File: src/sis_regs.svh
// register map, field positions, reset values and timing counts of the
// system integration block; assumes an 8-bit internal bus with 16-bit addresses
`ifndef SIS_REGS_SVH
`define SIS_REGS_SVH
`define SIS_ADDR_BREAK_STATUS 16'hfe00
`define SIS_ADDR_RESET_CAUSE 16'hfe01
`define SIS_ADDR_BREAK_FLAG_CTRL 16'hfe03
`define SIS_ADDR_IRQ_LOW 16'hfe04
`define SIS_ADDR_IRQ_MID 16'hfe05
`define SIS_ADDR_IRQ_HIGH 16'hfe06
`define SIS_BIT_BREAK_EXITED_WAIT 1
`define SIS_BIT_BREAK_CLEAR_ENABLE 7
`define SIS_RESET_VALUE 8'h00
`define SIS_STOP_RECOVERY_LONG 4096
`define SIS_STOP_RECOVERY_SHORT 32
`endif

File: src/sis_pkg.sv
// types shared by the system integration block
// assumes sis_regs.svh for all numeric constants
package sis_pkg;
  typedef enum logic [1:0] {SIS_RUN, SIS_WAIT, SIS_STOP, SIS_RECOVER} sis_mode_t;
  typedef struct packed {
    logic por;
    logic pin;
    logic watchdog;
    logic bad_opcode;
    logic bad_fetch_address;
    logic low_voltage;
  } sis_reset_src_t;
  typedef struct packed {
    logic rd;
    logic wr;
    logic [15:0] addr;
    logic [7:0] wdata;
  } sis_bus_t;
endpackage : sis_pkg

File: src/sis_core.sv
// system integration: pending-irq status, reset cause, break control,
// wait/stop low-power sequencing with stop recovery counter.
// assumes cpu bus strobes are synchronous to REF_CLK; reset sources are
// already synchronous pulses held until RST releases.
// Contract
// - status flag mirrors pending request
// - low status: sources 6..1, bits 1..0 zero
// - mid status: sources 14..7 in bits 7..0
// - high status: sources 16,15, bits 7..2 zero
// - resets share top priority, no arbitration
// - break forces software interrupt vector fetch
// - break flag clearing only with enable set
// - flag cleared in break stays cleared
// - two-step clear protected across break entry
// - wait and stop clear interrupt mask
// - wait gates cpu clock, peripherals run
// - wait wake stacks one cycle later
// - break or reset exits wait; break sets flag
// - watchdog runs in wait unless disabled
// - stop disables bus and crystal clocks
// - stop exits by irq/reset/break after recovery
// - recovery 4096 cycles, or 32 if short
// - counter held in stop, then counts recovery
// - reset cause holds six source flags
// - reading reset cause clears it
// - power-on sets por, clears others
// - bad address flag only for fetches
// - flag numbers follow source priority order
`timescale 1ns/100ps
`include "sis_regs.svh"

module sis_core
  import sis_pkg::*;
#(
  parameter int RECOVERY_LONG = `SIS_STOP_RECOVERY_LONG,
  parameter int RECOVERY_SHORT = `SIS_STOP_RECOVERY_SHORT
)
(
  // clock and reset
  input wire logic REF_CLK,
  input wire logic RST,
  // register bus
  input wire logic BUS_RD,
  input wire logic BUS_WR,
  input wire logic [15:0] BUS_ADDR,
  input wire logic [7:0] BUS_WDATA,
  output logic [7:0] BUS_RDATA,
  // interrupt sources, index 0 is source 1 in priority order
  input wire logic [15:0] IRQ_PENDING,
  // reset causes captured on reset entry
  input wire logic RESET_POR,
  input wire logic RESET_PIN,
  input wire logic RESET_WATCHDOG,
  input wire logic RESET_BAD_OPCODE,
  input wire logic RESET_BAD_FETCH,
  input wire logic RESET_FETCH_CYCLE,
  input wire logic RESET_LOW_VOLTAGE,
  // cpu and break
  input wire logic WAIT_EXEC,
  input wire logic STOP_EXEC,
  input wire logic BREAK_REQ,
  input wire logic BREAK_ACTIVE,
  input wire logic FLAG_CLEAR_REQ,
  input wire logic SHORT_RECOVERY_OPTION,
  input wire logic WATCHDOG_DISABLE_OPTION,
  output logic CLEAR_IRQ_MASK,
  output logic FORCE_SWI_VECTOR,
  output logic STACK_START,
  output logic FLAG_CLEAR_ALLOW,
  output logic CPU_CLOCK_EN,
  output logic BUS_CLOCK_OUT_EN,
  output logic CRYSTAL_CLOCK_EN,
  output logic WATCHDOG_RUN,
  output logic SYS_RESET_OUT
);

  sis_mode_t mode;
  sis_mode_t next_mode;
  sis_reset_src_t cause;
  sis_reset_src_t next_cause;
  logic [7:0] irq_low;
  logic [7:0] irq_mid;
  logic [7:0] irq_high;
  logic [11:0] sim_count;
  logic [11:0] next_sim_count;
  logic break_exited_wait_flag;
  logic break_clear_enable;
  logic any_reset;
  logic irq_any;
  logic wake_wait;
  logic wake_stop;
  logic recovery_done;
  logic [11:0] recovery_last;
  logic [7:0] next_rdata;
  logic sel_break_status;
  logic sel_reset_cause;
  logic sel_flag_ctrl;
  logic sel_irq_low;
  logic sel_irq_mid;
  logic sel_irq_high;
  logic rd_cause;

  // all reset causes act alike, no priority among them
  assign any_reset = RESET_POR | RESET_PIN | RESET_WATCHDOG | RESET_BAD_OPCODE
    | RESET_BAD_FETCH | RESET_LOW_VOLTAGE;

  // status layout; requests are live, never latched
  assign irq_low = {IRQ_PENDING[5:0], 2'b00};
  assign irq_mid = IRQ_PENDING[13:6];
  assign irq_high = {6'b000000, IRQ_PENDING[15:14]};
  assign irq_any = |IRQ_PENDING;

  // address decode
  assign sel_break_status = BUS_ADDR == `SIS_ADDR_BREAK_STATUS;
  assign sel_reset_cause = BUS_ADDR == `SIS_ADDR_RESET_CAUSE;
  assign sel_flag_ctrl = BUS_ADDR == `SIS_ADDR_BREAK_FLAG_CTRL;
  assign sel_irq_low = BUS_ADDR == `SIS_ADDR_IRQ_LOW;
  assign sel_irq_mid = BUS_ADDR == `SIS_ADDR_IRQ_MID;
  assign sel_irq_high = BUS_ADDR == `SIS_ADDR_IRQ_HIGH;
  assign rd_cause = BUS_RD & sel_reset_cause;

  assign next_rdata =
    sel_break_status ? {6'b000000, break_exited_wait_flag, 1'b0} :
    sel_reset_cause ? {cause, 2'b00} :
    sel_flag_ctrl ? {break_clear_enable, 7'b0000000} :
    sel_irq_low ? irq_low :
    sel_irq_mid ? irq_mid :
    sel_irq_high ? irq_high : `SIS_RESET_VALUE;

  // a new cause wins over a read clear in the same cycle
  assign next_cause = RESET_POR ? sis_reset_src_t'(6'b100000) :
    (rd_cause ? sis_reset_src_t'(6'b000000) : cause) |
    {1'b0, RESET_PIN, RESET_WATCHDOG, RESET_BAD_OPCODE,
     RESET_BAD_FETCH & RESET_FETCH_CYCLE, RESET_LOW_VOLTAGE};

  assign recovery_last = SHORT_RECOVERY_OPTION ? 12'(RECOVERY_SHORT - 1)
    : 12'(RECOVERY_LONG - 1);
  assign recovery_done = mode == SIS_RECOVER && sim_count == recovery_last;
  assign wake_wait = irq_any | BREAK_REQ | any_reset;
  assign wake_stop = irq_any | BREAK_REQ | any_reset;

  always_comb
  begin
    next_mode = mode;
    case (mode)
      SIS_RUN:
      begin
        if (STOP_EXEC)
        begin
          next_mode = SIS_STOP;
        end
        else if (WAIT_EXEC)
        begin
          next_mode = SIS_WAIT;
        end
      end
      SIS_WAIT:
      begin
        if (wake_wait)
        begin
          next_mode = SIS_RUN;
        end
      end
      SIS_STOP:
      begin
        if (wake_stop)
        begin
          next_mode = SIS_RECOVER;
        end
      end
      SIS_RECOVER:
      begin
        if (recovery_done)
        begin
          next_mode = SIS_RUN;
        end
      end
      default:
      begin
        next_mode = SIS_RUN;
      end
    endcase
  end

  // counter cleared while stopped and on the cycle that enters stop, counts otherwise
  assign next_sim_count = (mode == SIS_STOP || next_mode == SIS_STOP) ? 12'h000 :
    sim_count + 12'h001;

  always_ff @(posedge REF_CLK or posedge RST)
  begin
    if (RST)
    begin
      mode <= SIS_RUN;
      sim_count <= 12'h000;
    end
    else
    begin
      mode <= next_mode;
      sim_count <= next_sim_count;
    end
  end

  // reset cause is not cleared by RST so it survives the reset it reports
  always_ff @(posedge REF_CLK)
  begin
    cause <= next_cause;
  end

  always_ff @(posedge REF_CLK or posedge RST)
  begin
    if (RST)
    begin
      break_exited_wait_flag <= 1'b0;
      break_clear_enable <= 1'b0;
      BUS_RDATA <= `SIS_RESET_VALUE;
    end
    else
    begin
      BUS_RDATA <= BUS_RD ? next_rdata : `SIS_RESET_VALUE;
      if (mode == SIS_WAIT && BREAK_REQ)
      begin
        break_exited_wait_flag <= 1'b1;
      end
      else if (BUS_WR && sel_break_status && !BUS_WDATA[`SIS_BIT_BREAK_EXITED_WAIT])
      begin
        break_exited_wait_flag <= 1'b0;
      end
      if (BUS_WR && sel_flag_ctrl)
      begin
        break_clear_enable <= BUS_WDATA[`SIS_BIT_BREAK_CLEAR_ENABLE];
      end
      // writes to the irq status addresses fall through untouched
    end
  end

  // outputs, all registered
  always_ff @(posedge REF_CLK or posedge RST)
  begin
    if (RST)
    begin
      CLEAR_IRQ_MASK <= 1'b0;
      FORCE_SWI_VECTOR <= 1'b0;
      STACK_START <= 1'b0;
      FLAG_CLEAR_ALLOW <= 1'b1;
      CPU_CLOCK_EN <= 1'b1;
      BUS_CLOCK_OUT_EN <= 1'b1;
      CRYSTAL_CLOCK_EN <= 1'b1;
      WATCHDOG_RUN <= 1'b0;
      SYS_RESET_OUT <= 1'b1;
    end
    else
    begin
      CLEAR_IRQ_MASK <= mode == SIS_RUN && (WAIT_EXEC || STOP_EXEC);
      FORCE_SWI_VECTOR <= BREAK_REQ;
      STACK_START <= (mode == SIS_WAIT && irq_any && !any_reset) ||
        (recovery_done && irq_any);
      // per-module flag clearing only passes when not in break or enabled;
      // the second step of a two-step clear is gated too, so an early first
      // step cannot complete inside break
      FLAG_CLEAR_ALLOW <= !BREAK_ACTIVE || break_clear_enable;
      CPU_CLOCK_EN <= next_mode == SIS_RUN;
      BUS_CLOCK_OUT_EN <= next_mode != SIS_STOP;
      CRYSTAL_CLOCK_EN <= next_mode != SIS_STOP;
      WATCHDOG_RUN <= !WATCHDOG_DISABLE_OPTION && next_mode != SIS_STOP;
      SYS_RESET_OUT <= any_reset;
    end
  end

  // helper for the recovery length checks; a counter, since 4096 repeats would not unroll
  logic [12:0] recover_cycles;

  always_ff @(posedge REF_CLK or posedge RST)
  begin
    if (RST)
    begin
      recover_cycles <= 13'h0000;
    end
    else if (mode == SIS_RECOVER)
    begin
      recover_cycles <= recover_cycles + 13'h0001;
    end
    else
    begin
      recover_cycles <= 13'h0000;
    end
  end

  // assertions
  a_wait_mask_clear: assert property (@(posedge REF_CLK) disable iff (RST)
    mode == SIS_RUN && WAIT_EXEC |=> CLEAR_IRQ_MASK)
    else $error("mask not cleared on wait");
  a_wait_cpu_gated: assert property (@(posedge REF_CLK) disable iff (RST)
    mode == SIS_WAIT |-> !CPU_CLOCK_EN && BUS_CLOCK_OUT_EN)
    else $error("wait clock gating wrong");
  a_wait_wake_stack: assert property (@(posedge REF_CLK) disable iff (RST)
    mode == SIS_WAIT && irq_any && !any_reset |=> STACK_START)
    else $error("stacking not one cycle after wake");
  a_break_sets_flag: assert property (@(posedge REF_CLK) disable iff (RST)
    mode == SIS_WAIT && BREAK_REQ |=> break_exited_wait_flag && mode == SIS_RUN)
    else $error("break exit of wait not flagged");
  a_wait_watchdog: assert property (@(posedge REF_CLK) disable iff (RST)
    mode == SIS_WAIT && !WATCHDOG_DISABLE_OPTION |-> WATCHDOG_RUN)
    else $error("watchdog stopped in wait");
  a_break_swi: assert property (@(posedge REF_CLK) disable iff (RST)
    BREAK_REQ |=> FORCE_SWI_VECTOR)
    else $error("break did not force swi vector");
  a_reset_out: assert property (@(posedge REF_CLK) disable iff (RST)
    any_reset |=> SYS_RESET_OUT)
    else $error("reset source not passed on");
  a_stop_clocks_off: assert property (@(posedge REF_CLK) disable iff (RST)
    mode == SIS_STOP |-> !BUS_CLOCK_OUT_EN && !CRYSTAL_CLOCK_EN)
    else $error("clocks running in stop");
  a_recovery_length: assert property (@(posedge REF_CLK) disable iff (RST)
    $fell(mode == SIS_RECOVER) |-> recover_cycles == (SHORT_RECOVERY_OPTION ?
      13'(RECOVERY_SHORT) : 13'(RECOVERY_LONG)))
    else $error("stop recovery length wrong");
  a_recovery_bound: assert property (@(posedge REF_CLK) disable iff (RST)
    mode == SIS_RECOVER |-> recover_cycles < (SHORT_RECOVERY_OPTION ?
      13'(RECOVERY_SHORT) : 13'(RECOVERY_LONG)))
    else $error("stop recovery overran");
  a_stop_counter_held: assert property (@(posedge REF_CLK) disable iff (RST)
    mode == SIS_STOP |=> sim_count == 12'h000)
    else $error("counter not held in stop");
  a_flag_guard: assert property (@(posedge REF_CLK) disable iff (RST)
    BREAK_ACTIVE && !break_clear_enable |=> !FLAG_CLEAR_ALLOW)
    else $error("flag clear allowed in break");
  a_cause_read_clear: assert property (@(posedge REF_CLK) disable iff (RST)
    rd_cause && !any_reset |=> cause == sis_reset_src_t'(6'b000000))
    else $error("reset cause not cleared by read");
  a_por_only: assert property (@(posedge REF_CLK)
    RESET_POR |=> cause == sis_reset_src_t'(6'b100000))
    else $error("power-on cause wrong");
  a_fetch_only_flag: assert property (@(posedge REF_CLK) disable iff (RST)
    RESET_BAD_FETCH && !RESET_FETCH_CYCLE && !RESET_POR && !cause.bad_fetch_address
    |=> !cause.bad_fetch_address)
    else $error("bad address flag set by data access");
  a_irq_low_zero: assert property (@(posedge REF_CLK) disable iff (RST)
    BUS_RD && sel_irq_low |=> BUS_RDATA[1:0] == 2'b00
      && BUS_RDATA[7:2] == $past(IRQ_PENDING[5:0]))
    else $error("low irq status layout wrong");
  a_irq_high_zero: assert property (@(posedge REF_CLK) disable iff (RST)
    BUS_RD && sel_irq_high |=> BUS_RDATA == {6'b000000, $past(IRQ_PENDING[15:14])})
    else $error("high irq status layout wrong");
  c_wait_wake: cover property (@(posedge REF_CLK) mode == SIS_WAIT ##1 STACK_START);
  c_stop_recover: cover property (@(posedge REF_CLK) recovery_done);
  c_break_in_wait: cover property (@(posedge REF_CLK) mode == SIS_WAIT && BREAK_REQ);
  c_clear_blocked: cover property (@(posedge REF_CLK)
    BREAK_ACTIVE && FLAG_CLEAR_REQ && !FLAG_CLEAR_ALLOW);
  c_long_recover: cover property (@(posedge REF_CLK) recovery_done && !SHORT_RECOVERY_OPTION);

endmodule : sis_core

File: config.mk
export PLATFORM = sky130hd
export DESIGN_NAME = sis_core
export DESIGN_NICKNAME = d
export VERILOG_FILES = /design/src/sis_pkg.sv /design/src/sis_core.sv
export VERILOG_INCLUDE_DIRS = /design/src
export SDC_FILE = /design/constraint.sdc
export NUM_CORES = 1
export LEC_CHECK = 0
export BUFFER_PORTS_ARGS = -buffer_cell sky130_fd_sc_hd__buf_4
export CAP_MARGIN = 20
export CORE_AREA = 8 8 80 75
export CTS_CLUSTER_SIZE = 12
export DETAILED_ROUTE_END_ITERATION = 10
export DIE_AREA = 0 0 88 83
export PLACE_DENSITY = 0.81
export SLEW_MARGIN = 10
export SYNTH_ARGS = -nofsm -noshare
export SYNTH_HDL_FRONTEND = slang
export SYNTH_SLANG_ARGS = --single-unit
export TNS_END_PERCENT = 50
File: constraint.sdc
create_clock -name REF_CLK -period 1.5 [get_ports REF_CLK]
set_input_delay 0.075 -clock REF_CLK [delete_from_list [all_inputs] [get_ports REF_CLK]]
set_output_delay 0.075 -clock REF_CLK [all_outputs]
set_load 0.02 [all_outputs]
==> reports/results.ini <==
[power_and_ir_drop]
combPwrFrac_pct = 29.7
pwr-share-clk_pct = 26.9
peakVddDrop_mv = 0.553
power.density_nw_per_um2 = 1140
swShare_pct = 31.6
seqPwrFrac_pct = 43.4
p_int_uw = 2210
leakagePower_uw = 0.00131
power.switching_uw = 1020

[global_route]
gr-total-overflow = 0
grt_pass1_wl_um = 8420
grt_max_degree = 33
antenna_found_initial = 0
track_usage_pct = 14.4
grt_pass1_vias = 1880

[yosys]
synthTopCellsByArea = dfrtp_1 (36%), dfxtp_1 (6.1%), dfstp_2 (5.4%)
synth_top_flop_cell = dfrtp_1
async_flop_share_pct = 84.2
yosys.area.top_type = dfrtp_1
synth_cell_type_count = 53
synth_seq_cells = 38
yosys_warnings = 0
synth_top_area_share_pct = 35.8
syn_area_per_cell_um2 = 10.1
ys_seq_area_share_pct = 47.3
syn_area_um2 = 1960
synth_edf_count = 0
syn_nets = 252
syn_inst = 193

[min_path]
min_from = RESET_PIN
whs_path_depth = 3
hp-class = in2reg
whs_endpoint = cause[4]$_SDFF_PP0_

[cts]
cts_sinks = 38
cts_buffers = 5
cts_buffer_depth = 2
clk_pin_slew_ps = 80
htree_levels = 2
worstSkewPairLatency_ps = 290
root_buffer = clkbuf_8
cts_tree = built

[cells_and_area]
nets = 342
area_growth_pct = 44.1
layout.cells.most_common_list = buf_4 (83), dfrtp_1 (28), nor2_1 (26)
diodes = 0
drive_gt1_share_pct = 38.7
final_cells = 349
final_area_um2 = 2820
final_common_cell = buf_4

[sta]
maxSlewViolCount = 0
tightest_slew_ps = 428
slew_headroom_pct = 71.2
setup_violations = 0
max_freq_mhz = 668
post-route-period-util_pct = 99.8
rsz0062_at_grt = yes
finalCriticalPeriod_ps = 1500
hold_viol = 0
clock-skew-final_ps = 6.64
hold_slack_ps = 37.9

[drt]
wl_per_cell_um = 14.7
vias = 1791
via_per_inst = 5.13
drc = 0
drt-total-wl_um = 5140
postRouteAntennaNets = 0
drtPass1Iterations = 4
drtIter0Drc = 69

[job]
cap_viol_max_count = 0

[placed_design]
port_buffers = 67
gp_congestion = 0.859
placedCellCount = 334
dp_hpwl_um = 4040
place_area_um2 = 2630

[worst_setup_path]
path_max_fanout = 3
cp.required_ps = 1670
r2r_setup_slack_ps = 3
endpoint_kind = flop
r2r_end = mode[0]$_DFF_PP0_
reg2reg_depth = 4
reg2reg_from = sim_count[8]$_DFF_PP0_
crit_type = reg2reg
cp.arrival_ps = 1660
start_kind = flop

[floorplan]
die_h_um = 83
rows = 24
die_area_um2 = 7300
die_x_um = 88
start_util_pct = 42.1
pin_count = 75
core_area_um2 = 4650

[status]
status = finished clean

-- per-stage QoR --
stage	worst slack, ps	total power [uW]	TNS, ps	utilization (%)
after floorplan	13.7	1890	0	-
after global placement	-17.4	2250	-44.8	56.5
after detailed placement	-89.4	2290	-468	56.5
after CTS	-2.68	3190	-2.68	60.3
after global routing	-89.5	3420	-209	60.6
final	2.97	3230	0	60.6
-- cells in the mapped netlist, drive strengths merged (6+ instances only) --
cell type	count
mux2	6
nor2	26
dfrtp	28
nor4	12
dfxtp	6
nand2	8
nand2b	6
inv	10
a22oi	7
-- flip-flops by register name (all words and copies together) (netlist names), 2 cells and up --
name and flops:
BUS_RDATA 8, cause 6, mode 2, sim_count 12
-- worst max-delay path by stage --
stage / startpoint / end / slack (ps) / cells past startpoint
after floorplan: sim_count[6]$_DFF_PP0_ / mode[0]$_DFF_PP0_ / 10 / 4
after global placement: BUS_ADDR[3] / break_exited_wait_flag$_DFFE_PP0P_ / -20 / 5
after detailed placement: BUS_ADDR[3] / break_exited_wait_flag$_DFFE_PP0P_ / -90 / 5
after CTS: sim_count[1]$_DFF_PP0_ / sim_count[10]$_DFF_PP0_ / -3 / 5
after global routing: sim_count[8]$_DFF_PP0_ / mode[0]$_DFF_PP0_ / -90 / 5
final: sim_count[8]$_DFF_PP0_ / mode[0]$_DFF_PP0_ / 3 / 4
-- area by class of cell --
type,instances,area (um2)
well taps,65,81.3
repair buffers,89,683
clock buffers,5,68.8
inverters,10,37.5
multi-input cells,139,980
clock inverters,3,45.0
fillers,384,1830
flip-flops and latches,38,926
-- critical path, cell delays in order, from the launching register on --
cell	delay, ps
dfrtp_1	370
nand4_1	140
or4_4	530
a211oi_2	240
a211oi_1	80
-- cell families after synthesis --
group | share of synthesized area, %
buffers and inverters | 3.26
DFF | 47.3
adders and majority gates | 0.639
xor gates and xnor gates | 4.03
AOI/OAI and AO/OA | 11.8
muxes | 3.96
and+or+nand+nor | 29.0
-- power groups by stage --
| stage | clock network (uW) | registers, uW | logic [uW] |
|---|---|---|---|
| 2_1_floorplan | 0 | 1410 | 476 |
| 5_1_grt | 939 | 1420 | 1060 |
| 3_5_place_dp | 0 | 1400 | 886 |
| 4_1_cts | 893 | 1390 | 908 |
| 6_report | 869 | 1400 | 959 |
| 3_3_place_gp | 0 | 1400 | 853 |
-- timing repair --
action	in CTS	in global routing
buffers inserted	0	1
pin swaps	1	0
endpoints found under the setup margin	3	5
gates resized for setup	2	2
hold buffers	6	0
endpoints found under the hold margin	32	0
-- routing by layer --
layer	GRT usage [%]	share of wire, %	vias up
met5	0	0	-
met1	17.5	44	841
met2	22.4	48	60
li1	-	-	882
met3	5.22	6.4	8
met4	5.63	1.5	0
Power figures use the tool's default switching activity.
